--- src/slcs_consts.svh ---
`ifndef SLCS_CONSTS_SVH
`define SLCS_CONSTS_SVH

// ****************************************************************************
// Register offsets.
// ****************************************************************************
`define SLCS_OFS_CTRL        8'h00
`define SLCS_OFS_TX_CHAR     8'h04
`define SLCS_OFS_STATUS      8'h08
`define SLCS_OFS_RX_DATA     8'h0C

// ****************************************************************************
// Control register fields.
// ****************************************************************************
`define SLCS_CTRL_PORT_SRC   0
`define SLCS_CTRL_TXOFF_SRC  1
`define SLCS_CTRL_BYPASS     2
`define SLCS_CTRL_DET_POL    3
`define SLCS_CTRL_COMMA_POL  4
`define SLCS_CTRL_W          5

// ****************************************************************************
// Status register fields.
// ****************************************************************************
`define SLCS_STAT_COMMA_FLAG 0
`define SLCS_STAT_LINK       1
`define SLCS_STAT_PORT_SEL   2
`define SLCS_STAT_TX_OFF     3
`define SLCS_STAT_AWAIT      4
`define SLCS_STAT_FRAMED     5

// ****************************************************************************
// Reset values and character codes.
// ****************************************************************************
`define SLCS_CTRL_RST        5'h00
`define SLCS_TX_CHAR_RST     10'h0FA
`define SLCS_COMMA_NEG       10'h0FA
`define SLCS_COMMA_POS       10'h305
`define SLCS_K28_NEG6        6'h0F
`define SLCS_K28_POS6        6'h30
`define SLCS_CHAR_LAST       4'h9
`define SLCS_CLK_HIGH_BITS   4'h5

`endif

--- src/slcs_pkg.sv ---
package slcs_pkg;

  typedef enum logic [2:0] {
    ST_FREE   = 3'h1,
    ST_AWAIT  = 3'h2,
    ST_FRAMED = 3'h4
  } slcs_frame_t;

  typedef logic [9:0] slcs_char_t;

endpackage : slcs_pkg

--- src/slcs_rx_if.sv ---
`timescale 1ns/1ps

interface slcs_rx_if;
  slcs_pkg::slcs_char_t word;
  logic                 comma;
  logic [7:0]           dec_byte;
  logic                 is_k;

  modport dec  (input word, output comma, output dec_byte, output is_k);
  modport core (output word, input comma, input dec_byte, input is_k);
endinterface : slcs_rx_if

--- src/slcs_char_decoder.sv ---
`timescale 1ns/1ps
`include "slcs_consts.svh"

module slcs_char_decoder (
  slcs_rx_if.dec rx
);

  // ****************************************************************************
  // Six-bit to five-bit and four-bit to three-bit tables.
  // ****************************************************************************
  function automatic logic [4:0] slcs_dec6(input logic [5:0] c);
    logic [4:0] r;
    r = 5'h00;
    unique case (c)
      6'h27, 6'h18: r = 5'h00;
      6'h1D, 6'h22: r = 5'h01;
      6'h2D, 6'h12: r = 5'h02;
      6'h31:        r = 5'h03;
      6'h35, 6'h0A: r = 5'h04;
      6'h29:        r = 5'h05;
      6'h19:        r = 5'h06;
      6'h38, 6'h07: r = 5'h07;
      6'h39, 6'h06: r = 5'h08;
      6'h25:        r = 5'h09;
      6'h15:        r = 5'h0A;
      6'h34:        r = 5'h0B;
      6'h0D:        r = 5'h0C;
      6'h2C:        r = 5'h0D;
      6'h1C:        r = 5'h0E;
      6'h17, 6'h28: r = 5'h0F;
      6'h1B, 6'h24: r = 5'h10;
      6'h23:        r = 5'h11;
      6'h13:        r = 5'h12;
      6'h32:        r = 5'h13;
      6'h0B:        r = 5'h14;
      6'h2A:        r = 5'h15;
      6'h1A:        r = 5'h16;
      6'h3A, 6'h05: r = 5'h17;
      6'h33, 6'h0C: r = 5'h18;
      6'h26:        r = 5'h19;
      6'h16:        r = 5'h1A;
      6'h36, 6'h09: r = 5'h1B;
      6'h0E, 6'h0F, 6'h30: r = 5'h1C;
      6'h2E, 6'h11: r = 5'h1D;
      6'h1E, 6'h21: r = 5'h1E;
      6'h2B, 6'h14: r = 5'h1F;
      default:      r = 5'h00;
    endcase
    return r;
  endfunction : slcs_dec6

  function automatic logic [2:0] slcs_dec4(input logic [3:0] c);
    logic [2:0] r;
    r = 3'h0;
    unique case (c)
      4'hB, 4'h4:             r = 3'h0;
      4'h9:                   r = 3'h1;
      4'h5:                   r = 3'h2;
      4'hC, 4'h3:             r = 3'h3;
      4'hD, 4'h2:             r = 3'h4;
      4'hA:                   r = 3'h5;
      4'h6:                   r = 3'h6;
      4'hE, 4'h1, 4'h7, 4'h8: r = 3'h7;
      default:                r = 3'h0;
    endcase
    return r;
  endfunction : slcs_dec4

  // ****************************************************************************
  // Decoder and comma detector.
  // ****************************************************************************
  logic [5:0] six;
  logic [3:0] four;

  assign six  = rx.word[9:4];
  assign four = (six == `SLCS_K28_POS6) ? ~rx.word[3:0] : rx.word[3:0];

  // Both running-disparity forms count as the comma.
  assign rx.comma    = (rx.word == `SLCS_COMMA_NEG) || (rx.word == `SLCS_COMMA_POS);
  assign rx.is_k     = (six == `SLCS_K28_NEG6) || (six == `SLCS_K28_POS6);
  assign rx.dec_byte = {slcs_dec4(four), slcs_dec6(six)};

endmodule : slcs_char_decoder

--- src/slcs_link_ctrl.sv ---
`timescale 1ns/1ps
`include "slcs_consts.svh"

module slcs_link_ctrl #(
  parameter int ADDR_W    = 8,
  parameter int MIN_PULSE = 3
) (
  input  wire logic        CORE_CLK,
  input  wire logic        RESETN,
  input  wire logic        PSEL,
  input  wire logic        PENABLE,
  input  wire logic        PWRITE,
  input  wire logic [ADDR_W-1:0] PADDR,
  input  wire logic [31:0] PWDATA,
  output logic      [31:0] PRDATA,
  output logic             PREADY,
  output logic             PSLVERR,
  input  wire logic        OPTICAL_SERIAL_IN,
  input  wire logic        SIGNAL_DETECT,
  input  wire logic        SWITCH_PORT_SELECT,
  input  wire logic        LOOPBACK_SELECT,
  input  wire logic        SWITCH_TX_OFF,
  input  wire logic        LINK_CONTROL,
  input  wire logic        FRAMING_ENABLE,
  output logic             TX_OUT_P,
  output logic             TX_OUT_N,
  output logic             RECOVERED_CHAR_CLOCK,
  output logic [9:0]       RX_DATA,
  output logic             COMMA_FLAG,
  output logic             LINK_STATUS
);

  // ****************************************************************************
  // Parameter checks.
  // ****************************************************************************
  if (ADDR_W < 4 || ADDR_W > 8)
  begin : g_addr_chk
    $error("ADDR_W must be between 4 and 8.");
  end
  if (MIN_PULSE < 1 || MIN_PULSE > 4)
  begin : g_pulse_chk
    $error("MIN_PULSE must be between 1 and 4.");
  end

  localparam logic [2:0] MIN_RUN = 3'(MIN_PULSE - 1);

  // ****************************************************************************
  // Pin synchronisers.
  // ****************************************************************************
  logic [6:0] pin_meta_r;
  logic [6:0] pin_sync_r;
  logic       opt_bit;
  logic       sig_det;
  logic       sw_port;
  logic       conn_port;
  logic       sw_txoff;
  logic       conn_txoff;
  logic       frame_en;

  always_ff @(posedge CORE_CLK)
  begin
    if (!RESETN)
    begin
      pin_meta_r <= 7'h00;
      pin_sync_r <= 7'h00;
    end
    else
    begin
      pin_meta_r <= {FRAMING_ENABLE, LINK_CONTROL, SWITCH_TX_OFF, LOOPBACK_SELECT,
                     SWITCH_PORT_SELECT, SIGNAL_DETECT, OPTICAL_SERIAL_IN};
      pin_sync_r <= pin_meta_r;
    end
  end

  assign {frame_en, conn_txoff, sw_txoff, conn_port, sw_port, sig_det, opt_bit} = pin_sync_r;

  // ****************************************************************************
  // Register bus.
  // ****************************************************************************
  logic [`SLCS_CTRL_W-1:0] ctrl_r;
  slcs_pkg::slcs_char_t    tx_char_r;
  logic [31:0]             prdata_r;
  logic [31:0]             status;
  logic [7:0]              addr8;
  logic                    mapped;
  logic                    wr_acc;

  assign addr8   = 8'(PADDR);
  assign mapped  = (addr8 == `SLCS_OFS_CTRL) || (addr8 == `SLCS_OFS_TX_CHAR)
                || (addr8 == `SLCS_OFS_STATUS) || (addr8 == `SLCS_OFS_RX_DATA);
  assign wr_acc  = PSEL && PENABLE && PWRITE && mapped;
  assign PREADY  = 1'b1;
  assign PSLVERR = PSEL && PENABLE && !mapped;
  assign PRDATA  = prdata_r;

  always_ff @(posedge CORE_CLK)
  begin
    if (!RESETN)
    begin
      ctrl_r    <= `SLCS_CTRL_RST;
      tx_char_r <= `SLCS_TX_CHAR_RST;
    end
    else if (wr_acc)
    begin
      if (addr8 == `SLCS_OFS_CTRL)
        ctrl_r <= PWDATA[`SLCS_CTRL_W-1:0];
      if (addr8 == `SLCS_OFS_TX_CHAR)
        tx_char_r <= PWDATA[9:0];
    end
  end

  always_ff @(posedge CORE_CLK)
  begin
    if (!RESETN)
      prdata_r <= 32'h0000_0000;
    else if (PSEL && !PENABLE && !PWRITE)
    begin
      unique case (addr8)
        `SLCS_OFS_CTRL:    prdata_r <= {27'h0000000, ctrl_r};
        `SLCS_OFS_TX_CHAR: prdata_r <= {22'h000000, tx_char_r};
        `SLCS_OFS_STATUS:  prdata_r <= status;
        `SLCS_OFS_RX_DATA: prdata_r <= {22'h000000, RX_DATA};
        default:           prdata_r <= 32'h0000_0000;
      endcase
    end
  end

  // ****************************************************************************
  // Source selection.
  // ****************************************************************************
  logic port_sel;
  logic tx_off;
  logic bypass;

  assign port_sel = ctrl_r[`SLCS_CTRL_PORT_SRC] ? conn_port : sw_port;
  assign tx_off   = ctrl_r[`SLCS_CTRL_TXOFF_SRC] ? conn_txoff : sw_txoff;
  assign bypass   = ctrl_r[`SLCS_CTRL_BYPASS];

  // ****************************************************************************
  // Transmitter serializer.
  // ****************************************************************************
  logic [3:0] tx_cnt_r;
  logic       tx_bit_r;

  always_ff @(posedge CORE_CLK)
  begin
    if (!RESETN)
    begin
      tx_cnt_r <= 4'h0;
      tx_bit_r <= 1'b0;
    end
    else
    begin
      tx_cnt_r <= (tx_cnt_r == `SLCS_CHAR_LAST) ? 4'h0 : tx_cnt_r + 4'h1;
      tx_bit_r <= tx_char_r[4'(`SLCS_CHAR_LAST - tx_cnt_r)];
    end
  end

  always_ff @(posedge CORE_CLK)
  begin
    if (!RESETN)
    begin
      TX_OUT_P <= 1'b1;
      TX_OUT_N <= 1'b0;
    end
    else if (tx_off)
    begin
      TX_OUT_P <= 1'b1;
      TX_OUT_N <= 1'b0;
    end
    else
    begin
      TX_OUT_P <= tx_bit_r;
      TX_OUT_N <= !tx_bit_r;
    end
  end

  // ****************************************************************************
  // Receiver shifter and framing.
  // ****************************************************************************
  slcs_rx_if rx_if ();

  slcs_char_decoder slcs_char_decoder_inst (
    .rx (rx_if.dec)
  );

  slcs_pkg::slcs_char_t  shift_r;
  slcs_pkg::slcs_char_t  shift_nxt;
  slcs_pkg::slcs_frame_t frame_r;
  logic                  rx_bit;
  logic [3:0]            bit_cnt_r;
  logic                  realign;
  logic                  char_done;
  logic                  frame_en_d_r;
  logic                  char_comma_r;

  assign rx_bit     = port_sel ? opt_bit : tx_bit_r;
  assign shift_nxt  = {shift_r[8:0], rx_bit};
  assign rx_if.word = shift_nxt;
  assign realign    = frame_en && rx_if.comma;
  assign char_done  = (bit_cnt_r == `SLCS_CHAR_LAST) || realign;

  always_ff @(posedge CORE_CLK)
  begin
    if (!RESETN)
    begin
      shift_r   <= 10'h000;
      bit_cnt_r <= 4'h0;
    end
    else
    begin
      shift_r   <= shift_nxt;
      bit_cnt_r <= char_done ? 4'h0 : bit_cnt_r + 4'h1;
    end
  end

  always_ff @(posedge CORE_CLK)
  begin
    if (!RESETN)
    begin
      RX_DATA      <= 10'h000;
      char_comma_r <= 1'b0;
    end
    else if (char_done)
    begin
      RX_DATA      <= bypass ? shift_nxt : {2'h0, rx_if.dec_byte};
      char_comma_r <= rx_if.comma;
    end
  end

  always_ff @(posedge CORE_CLK)
  begin
    if (!RESETN)
    begin
      frame_r      <= slcs_pkg::ST_FREE;
      frame_en_d_r <= 1'b0;
    end
    else
    begin
      frame_en_d_r <= frame_en;
      unique case (frame_r)
        slcs_pkg::ST_FREE:
          if (frame_en && !frame_en_d_r)
            frame_r <= slcs_pkg::ST_AWAIT;
        slcs_pkg::ST_AWAIT:
          if (!frame_en)
            frame_r <= slcs_pkg::ST_FREE;
          else if (realign)
            frame_r <= slcs_pkg::ST_FRAMED;
        slcs_pkg::ST_FRAMED:
          if (!frame_en)
            frame_r <= slcs_pkg::ST_FREE;
      endcase
    end
  end

  // ****************************************************************************
  // Recovered character clock with pulse stretching.
  // ****************************************************************************
  logic       ckr_want;
  logic [2:0] run_r;

  assign ckr_want = (bit_cnt_r < `SLCS_CLK_HIGH_BITS);

  always_ff @(posedge CORE_CLK)
  begin
    if (!RESETN)
    begin
      RECOVERED_CHAR_CLOCK <= 1'b0;
      run_r                <= 3'h0;
    end
    else if (ckr_want != RECOVERED_CHAR_CLOCK && run_r >= MIN_RUN)
    begin
      RECOVERED_CHAR_CLOCK <= ckr_want;
      run_r                <= 3'h0;
    end
    else if (run_r != 3'h7)
      run_r <= run_r + 3'h1;
  end

  // ****************************************************************************
  // Status outputs.
  // ****************************************************************************
  logic comma_active;

  assign comma_active = bypass ? char_comma_r
                               : (char_comma_r || frame_r == slcs_pkg::ST_AWAIT);

  always_ff @(posedge CORE_CLK)
  begin
    if (!RESETN)
    begin
      COMMA_FLAG  <= 1'b1;
      LINK_STATUS <= 1'b0;
    end
    else
    begin
      if (bypass)
        COMMA_FLAG <= ctrl_r[`SLCS_CTRL_COMMA_POL] ? comma_active : !comma_active;
      else
        COMMA_FLAG <= ctrl_r[`SLCS_CTRL_COMMA_POL] ? !comma_active : comma_active;
      LINK_STATUS <= ctrl_r[`SLCS_CTRL_DET_POL] ? !sig_det : sig_det;
    end
  end

  assign status = {26'h0000000, frame_r == slcs_pkg::ST_FRAMED, frame_r == slcs_pkg::ST_AWAIT,
                   tx_off, port_sel, LINK_STATUS, COMMA_FLAG};

endmodule : slcs_link_ctrl

--- config.mk ---
export PLATFORM = sky130hd
export DESIGN_NAME = slcs_link_ctrl
export DESIGN_NICKNAME = d
export VERILOG_FILES = /design/src/slcs_pkg.sv /design/src/slcs_rx_if.sv /design/src/slcs_char_decoder.sv /design/src/slcs_link_ctrl.sv
export VERILOG_INCLUDE_DIRS = /design/src
export SDC_FILE = /design/constraint.sdc
export NUM_CORES = 1
export LEC_CHECK = 0
export ABC_AREA = 1
export BUFFER_PORTS_ARGS = -buffer_cell sky130_fd_sc_hd__buf_2
export CORE_MARGIN = 10
export CORE_UTILIZATION = 41
export CTS_BUF_LIST = sky130_fd_sc_hd__clkbuf_8
export CTS_CLUSTER_DIAMETER = 150
export DETAILED_ROUTE_END_ITERATION = 7
export GPL_TIMING_DRIVEN = 0
export MAX_ROUTING_LAYER = met4
export PLACE_DENSITY = 0.74
export SKIP_CTS_REPAIR_TIMING = 1
export SLEW_MARGIN = 10
export SYNTH_ARGS = -nofsm -noshare
export SYNTH_HDL_FRONTEND = slang
export SYNTH_HIERARCHICAL = 1
export SYNTH_SLANG_ARGS = --single-unit
--- constraint.sdc ---
create_clock -name CORE_CLK -period 3.4 [get_ports CORE_CLK]
set_clock_uncertainty 0.2 [all_clocks]
set_input_delay 0.51 -clock CORE_CLK [delete_from_list [all_inputs] [get_ports CORE_CLK]]
set_output_delay 0.51 -clock CORE_CLK [all_outputs]
set_load 0.02 [all_outputs]
==> results of run 1 <==
area by class of cell:
| class | count | area, µm² |
|---|---|---|
| timing repair buffer | 54 | 270 |
| fill | 1085 | 5570 |
| buffer | 48 | 348 |
| sequential | 80 | 1600 |
| multi-input combinational | 442 | 2250 |
| clock buffer | 11 | 151 |
| inverter | 89 | 339 |
| tap | 140 | 175 |
| clock inverter | 5 | 38.8 |
how the worst max path moves through the flow:
stage / to / slack [ns] / cells after the start
final: RX_DATA[6] / 0.36 / 11
after global placement: RX_DATA[7] / 0.20 / 11
after global routing: RX_DATA[7] / 0.13 / 11
after detailed placement: RX_DATA[6] / 0.25 / 11
after CTS: RX_DATA[6] / 0.25 / 11
after floorplan: RX_DATA[6] / 1.07 / 11
where the power goes:
| part | total [mW] | internal [mW] | leakage, nW | switching, mW |
|---|---|---|---|---|
| clock network | 0.655 | 0.307 | 0.0842 | 0.348 |
| registers | 1.02 | 0.981 | 0.652 | 0.0340 |
| logic | 0.278 | 0.107 | 1.90 | 0.171 |
state kept, by name, indices dropped and copies added (netlist names):
| register | count |
|---|---|
| ctrl_r | 5 |
| TX_OUT_N | 1 |
| frame_en_d_r | 1 |
| tx_cnt_r | 4 |
| pin_meta_r | 7 |
| shift_r | 9 |
| TX_OUT_P | 1 |
| RECOVERED_CHAR_CLOCK | 1 |
| tx_char_r | 10 |
| run_r | 3 |
| pin_sync_r | 7 |
| RX_DATA | 10 |
| COMMA_FLAG | 1 |
| bit_cnt_r | 4 |
| frame_r | 3 |
| LINK_STATUS | 1 |
| tx_bit_r | 1 |
| PRDATA | 10 |
| char_comma_r | 1 |
worst max-delay path: stages, from the launching register on:
cell and delay (ns):
dfxtp_1 0.35, o21ai_0 0.40, o21ai_1 0.30, inv_1 0.17
ha_1 0.15, nand3_1 0.07, o32ai_1 0.44, nand2_1 0.13
nand2_1 0.24, buf_2 0.25, o21ai_0 0.10, a31oi_1 0.15
stage by stage:
stage	worst slack [ns]	utilization [%]	power [mW]	cell area, µm²	std cells
2_1_floorplan	1.07	-	1.24	4540	659
3_3_place_gp	0.195	46.4	1.31	4990	853
3_5_place_dp	0.250	46.4	1.31	4990	853
4_1_cts	0.246	48.2	1.96	5180	869
5_1_grt	0.129	48.2	2.05	5180	869
6_report	0.365	48.2	1.95	5180	869
layout by cell type (no fill, tap or decap), types with 4 or more instances in the layout:
master      instances
buf_6               7
dfxtp_1            80
buf_1               4
ha_1               17
nor2_1             50
o21ai_1             4
nand2_2             8
clkbuf_8           11
o21ai_0            48
inv_1              82
buf_2              59
clkbuf_1            5
o211ai_1           10
clkinvlp_4          4
a31oi_1             8
conb_1             23
nand4_1             9
nand2_1           156
a21oi_1            28
nand3_1            51
buf_4              26
per-layer routing:
layer	wire, µm	global-route usage, %	vias up
met4	178	4.66	0
met3	597	3.06	17
met5	0	-	-
met2	4840	21.6	133
met1	5170	17.6	1833
li1	-	-	2167
==> flow_summary.html, run 1 <==
<table>
<tr><th>Metric</th><th>Value</th></tr>
<tr><th colspan="2">Route</th></tr>
<tr><td>DRC marker count from the first detailed-route iteration</td><td>approximately 300</td></tr>
<tr><td>Detailed-route DRC error count</td><td>0</td></tr>
<tr><td>Vias</td><td>between 4000 and 5000</td></tr>
<tr><td>Number of nets still failing antenna checks after routing</td><td>0</td></tr>
<tr><td>Pre-Repair DR Iteration Count</td><td>5</td></tr>
<tr><td>Post-detailed-routing wire length</td><td>10.8 mm</td></tr>
<tr><td>Via density per instance</td><td>around 4.8</td></tr>
<tr><td>Detail-routed net length per standard cell</td><td>between 10 and 15 µm</td></tr>
<tr><th colspan="2">Clock tree</th></tr>
<tr><td>Maximum number of buffers from clock root to sink</td><td>2</td></tr>
<tr><td>Clock tree from TritonCTS</td><td>built</td></tr>
<tr><td>Worst skew pair latency</td><td>roughly 0.35 ns</td></tr>
<tr><td>Cts bufs inserted</td><td>9</td></tr>
<tr><td>Clock transition at path regs</td><td>~0.080 ns</td></tr>
<tr><td>CTS Root Cell</td><td>clkbuf_8</td></tr>
<tr><td>TritonCTS sink count</td><td>80</td></tr>
<tr><td>Number of levels the H-tree was split into</td><td>3</td></tr>
<tr><th colspan="2">Worst hold path</th></tr>
<tr><td>Hold-critical path endpoint</td><td>pin_meta_r[2]</td></tr>
<tr><td>Hold Path Depth</td><td>3</td></tr>
<tr><td>Path type of the worst min-delay path</td><td>input pin to register</td></tr>
<tr><td>Startpoint of the tightest hold check path</td><td>SWITCH_PORT_SELECT</td></tr>
<tr><th colspan="2">STA</th></tr>
<tr><td>Final slew viol count</td><td>0</td></tr>
<tr><td>Maximum operating frequency</td><td>about 330 MHz</td></tr>
<tr><td>Fin crit period</td><td>just over 3 ns</td></tr>
<tr><td>Final setup viols</td><td>0</td></tr>
<tr><td>Final cycle utilization of the critical path</td><td>between 80% and 90%</td></tr>
<tr><td>Sum Neg Setup Slack</td><td>0 ns</td></tr>
<tr><td>Worst Max-Slew Pin Slew</td><td>between 0.5 and 0.6 ns</td></tr>
<tr><td>Smallest hold slack</td><td>approximately 0.14 ns</td></tr>
<tr><td>RSZ-0062 raised after global routing</td><td>false</td></tr>
<tr><td>Worst-case headroom to the max-slew limit</td><td>a little over 60%</td></tr>
<tr><td>Number of endpoints with negative hold slack in the final report</td><td>0</td></tr>
<tr><th colspan="2">Floorplanning</th></tr>
<tr><td>Placement Rows</td><td>38</td></tr>
<tr><td>Full die area</td><td>15500 µm²</td></tr>
<tr><td>Initial cell density of the core</td><td>a little over 40%</td></tr>
<tr><td>I/O pin count</td><td>about 100</td></tr>
<tr><td>Core region area</td><td>between 10000 and 15000 µm²</td></tr>
<tr><td>Die Span Y</td><td>between 100 and 150 µm</td></tr>
<tr><td>Horizontal die dimension</td><td>between 100 and 150 µm</td></tr>
<tr><th colspan="2">Global route</th></tr>
<tr><td>Antenna violations before repair</td><td>0</td></tr>
<tr><td>Total congestion overflow after global routing</td><td>0</td></tr>
<tr><td>GRT Resource Usage Total</td><td>13.9%</td></tr>
<tr><td>Via count of the first global-routing pass</td><td>between 3000 and 4000</td></tr>
<tr><td>First-pass GRT wire length</td><td>between 15 and 20 mm</td></tr>
<tr><td>Largest net degree at the start of global routing</td><td>15</td></tr>
<tr><th colspan="2">Setup path</th></tr>
<tr><td>Reg-to-Reg Start</td><td>ctrl_r[0]</td></tr>
<tr><td>Source of the critical timing path</td><td>ctrl_r[0]</td></tr>
<tr><td>Worst setup EP type</td><td>register</td></tr>
<tr><td>Data required, critical path</td><td>around 3.5 ns</td></tr>
<tr><td>Worst reg2reg path endpoint</td><td>RX_DATA[6]</td></tr>
<tr><td>Critical path class</td><td>register to register</td></tr>
<tr><td>Cell count of the worst reg-to-reg path</td><td>11</td></tr>
<tr><td>Setup slack of the most critical reg-to-reg path</td><td>about 0.36 ns</td></tr>
<tr><td>Kind of start point of the critical path</td><td>register</td></tr>
<tr><td>Data arrival time of the critical path</td><td>3.11 ns</td></tr>
<tr><td>Maximum fanout encountered on the critical timing path</td><td>10</td></tr>
<tr><th colspan="2">Final layout</th></tr>
<tr><td>Antenna diodes</td><td>0</td></tr>
<tr><td>Area growth from synthesis to layout</td><td>16.0%</td></tr>
<tr><td>Fraction of layout cells with a size suffix above 1</td><td>a little under a fifth</td></tr>
<tr><td>Number of nets in the layout</td><td>about 800</td></tr>
<tr><th colspan="2">Placed design</th></tr>
<tr><td>Post-detailed-placement half-perimeter wirelength</td><td>about 8.4 mm</td></tr>
<tr><td>Number of buffers inserted by port buffering</td><td>54</td></tr>
<tr><td>GP Congestion</td><td>around 0.93</td></tr>
<tr><th colspan="2">Power</th></tr>
<tr><td>Power density over cell area</td><td>between 300 and 400 nW/µm²</td></tr>
<tr><td>Largest vdd supply drop</td><td>between 0.2 and 0.25 mV</td></tr>
<tr><td>Lkg Pwr</td><td>2.63 nW</td></tr>
<tr><th colspan="2">Logic synthesis</th></tr>
<tr><td>Number of cells produced by synthesis</td><td>roughly 640</td></tr>
<tr><td>Syn_area_per_cell</td><td>7.00 µm²</td></tr>
<tr><td>Yosys warns</td><td>6</td></tr>
<tr><td>Post-synthesis instance area</td><td>about 4500 µm²</td></tr>
<tr><th colspan="2">Run status</th></tr>
<tr><td>Outcome</td><td>finished, final reports clean</td></tr>
<tr><th colspan="2">Flow run</th></tr>
<tr><td>Max-cap violation count</td><td>0</td></tr>
</table>
Note: power is estimated with default switching activity, not from simulation.
==> inputs of run 2 (changes only) <==
- CORE_UTILIZATION: 41 -> 50
- PLACE_DENSITY: 0.74 -> 0.86
==> run 2 against run 1 <==
  * Core utilization up 11 points
  * Power up 8.2%
  * Via count up 2.9%
  * Non-clock buffer count unchanged
  * Register-to-register slack better by 0.06 ns
  * Die area down 15%
  * Global-route usage up 3.7 points
  * Hold slack worse by 0.0065 ns
  * Critical endpoint unchanged
==> flow_summary.html, run 2 (synthesis results as in run 1) <==
<table>
<tr><th>Metric</th><th>Value</th></tr>
<tr><th colspan="2">Global route</th></tr>
<tr><td>Via count of the first global-routing pass</td><td>approximately 4100</td></tr>
<tr><td>Total congestion overflow after global routing</td><td>0</td></tr>
<tr><td>GRT Resource Usage Total</td><td>17.6%</td></tr>
<tr><td>Antenna violations before repair</td><td>0</td></tr>
<tr><td>First-pass GRT wire length</td><td>approximately 19 mm</td></tr>
<tr><td>Largest net degree at the start of global routing</td><td>14</td></tr>
<tr><th colspan="2">STA</th></tr>
<tr><td>Worst Max-Slew Pin Slew</td><td>0.536 ns</td></tr>
<tr><td>Sum Neg Setup Slack</td><td>0 ns</td></tr>
<tr><td>Final slew viol count</td><td>0</td></tr>
<tr><td>Final cycle utilization of the critical path</td><td>slightly below 90%</td></tr>
<tr><td>Maximum operating frequency</td><td>between 300 and 400 MHz</td></tr>
<tr><td>Fin crit period</td><td>a little under 3 ns</td></tr>
<tr><td>RSZ-0062 raised after global routing</td><td>false</td></tr>
<tr><td>Worst-case headroom to the max-slew limit</td><td>64.3%</td></tr>
<tr><td>Final setup viols</td><td>0</td></tr>
<tr><td>Number of endpoints with negative hold slack in the final report</td><td>0</td></tr>
<tr><th colspan="2">Clock tree</th></tr>
<tr><td>Worst skew pair latency</td><td>between 0.3 and 0.4 ns</td></tr>
<tr><td>CTS Root Cell</td><td>clkbuf_8</td></tr>
<tr><td>Maximum number of buffers from clock root to sink</td><td>2</td></tr>
<tr><td>Cts bufs inserted</td><td>9</td></tr>
<tr><td>Number of levels the H-tree was split into</td><td>3</td></tr>
<tr><td>Clock tree from TritonCTS</td><td>built</td></tr>
<tr><td>Clock transition at path regs</td><td>approximately 0.080 ns</td></tr>
<tr><td>TritonCTS sink count</td><td>80</td></tr>
<tr><th colspan="2">Worst hold path</th></tr>
<tr><td>Startpoint of the tightest hold check path</td><td>OPTICAL_SERIAL_IN</td></tr>
<tr><td>Path type of the worst min-delay path</td><td>input pin to register</td></tr>
<tr><th colspan="2">Floorplanning</th></tr>
<tr><td>Placement Rows</td><td>34</td></tr>
<tr><td>Die Span Y</td><td>between 100 and 150 µm</td></tr>
<tr><td>Full die area</td><td>around 13000 µm²</td></tr>
<tr><td>I/O pin count</td><td>101</td></tr>
<tr><td>Initial cell density of the core</td><td>between 50% and 60%</td></tr>
<tr><td>Horizontal die dimension</td><td>114 µm</td></tr>
<tr><td>Core region area</td><td>approximately 8700 µm²</td></tr>
<tr><th colspan="2">Final layout</th></tr>
<tr><td>Number of nets in the layout</td><td>between 700 and 800</td></tr>
<tr><td>Multi-input combinational cell area</td><td>between 2000 and 2500 µm²</td></tr>
<tr><td>Commonest non-fill, non-tap cell in the layout</td><td>nand2_1</td></tr>
<tr><td>Filler Cells Inserted</td><td>a little under 800</td></tr>
<tr><td>Area growth from synthesis to layout</td><td>16.0%</td></tr>
<tr><td>Fraction of layout cells with a size suffix above 1</td><td>18.4%</td></tr>
<tr><td>Register area</td><td>approximately 1600 µm²</td></tr>
<tr><td>Antenna diodes</td><td>0</td></tr>
<tr><td>Post-route design area</td><td>5180 µm²</td></tr>
<tr><td>Leading cell types in the layout, fill and taps excluded</td><td>nand2_1, inv_1, dfxtp_1, buf_2, nand3_1</td></tr>
<tr><th colspan="2">Setup path</th></tr>
<tr><td>Kind of start point of the critical path</td><td>register</td></tr>
<tr><td>Critical path class</td><td>register to register</td></tr>
<tr><td>Source of the critical timing path</td><td>ctrl_r[0]</td></tr>
<tr><td>Data arrival time of the critical path</td><td>just over 3 ns</td></tr>
<tr><td>Data required, critical path</td><td>~3.5 ns</td></tr>
<tr><td>Worst setup EP type</td><td>register</td></tr>
<tr><td>Reg-to-Reg Start</td><td>ctrl_r[0]</td></tr>
<tr><td>Maximum fanout encountered on the critical timing path</td><td>10</td></tr>
<tr><th colspan="2">Route</th></tr>
<tr><td>Detail-routed net length per standard cell</td><td>13.6 µm</td></tr>
<tr><td>Pre-Repair DR Iteration Count</td><td>5</td></tr>
<tr><td>Vias</td><td>around 4300</td></tr>
<tr><td>DRC marker count from the first detailed-route iteration</td><td>approximately 330</td></tr>
<tr><td>Post-detailed-routing wire length</td><td>11.3 mm</td></tr>
<tr><td>Number of nets still failing antenna checks after routing</td><td>0</td></tr>
<tr><td>Via density per instance</td><td>5.10</td></tr>
<tr><td>Detailed-route DRC error count</td><td>0</td></tr>
<tr><th colspan="2">Placed design</th></tr>
<tr><td>Number of buffers inserted by port buffering</td><td>54</td></tr>
<tr><td>Post-detailed-placement half-perimeter wirelength</td><td>around 8.8 mm</td></tr>
<tr><td>Instance area after placement</td><td>4950 µm²</td></tr>
<tr><td>GP Congestion</td><td>0.935</td></tr>
<tr><th colspan="2">Power</th></tr>
<tr><td>Total Power</td><td>~2.1 mW</td></tr>
<tr><td>Power density over cell area</td><td>407 nW/µm²</td></tr>
<tr><td>Largest vdd supply drop</td><td>roughly 0.26 mV</td></tr>
<tr><td>Lkg Pwr</td><td>around 2.7 nW</td></tr>
<tr><th colspan="2">Run status</th></tr>
<tr><td>Outcome</td><td>finished, final reports clean</td></tr>
<tr><th colspan="2">Flow run</th></tr>
<tr><td>Max-cap violation count</td><td>0</td></tr>
</table>
## run 2: cell count changes in the layout (fill, tap and decap cells not counted)
cell / before / now
clkinv_4: 0 / 1
inv_6: 1 / 0
clkinvlp_4: 4 / 1
bufinv_16: 0 / 2
inv_1: 82 / 83
## run 2: stage by stage
step | util [%] | setup WS, ns | cells | hold WS, ns
after detailed placement | 56.7 | 0.338 | 821 | 0.201
after global routing | 59.4 | 0.0811 | 837 | 0.129
final | 59.4 | 0.422 | 837 | 0.131
after global placement | 56.7 | 0.366 | 821 | 0.198
after CTS | 59.4 | 0.313 | 837 | 0.122
after floorplan | - | 1.07 | 659 | 0.190
## run 2: worst paths after layout
check                                endpoint  slack (ns)  depth (start not counted)
worst min-delay path            pin_meta_r[0]        0.13                          3
worst min register to register  pin_sync_r[4]        0.22                          2
worst max register to register     RX_DATA[6]        0.42                         11
worst max-delay path               RX_DATA[6]        0.42                         11
## run 2: cell type report
class                      count  area share [%]
buffer                        48            6.71
clock inverter                 5            1.55
clock buffer                  11            2.92
sequential                    80            30.9
timing repair buffer          54            5.22
tap                          108            2.61
multi-input combinational    442            43.5
inverter                      89            6.55
## run 2: per-layer routing
metal  global-route usage, %  share of wire, %
met1                    21.8                44
met2                    26.7                45
met3                    4.93               9.0
met4                    6.10               2.0
met5                       -                 0
## run 2: critical path, stage by stage (launching register included)
cell and delay (ns):
dfxtp_1 0.35, o21ai_0 0.42, o21ai_1 0.28, inv_1 0.17, ha_1 0.15, nand3_1 0.07, o32ai_1 0.38, nand2_1 0.12
nand2_1 0.24, buf_2 0.25, o21ai_0 0.11, a31oi_1 0.15
## run 2: power breakdown
group / total, mW / internal, mW / switching, mW
logic: 0.290 / 0.109 / 0.182
registers: 1.02 / 0.981 / 0.0348
clock network: 0.801 / 0.452 / 0.348
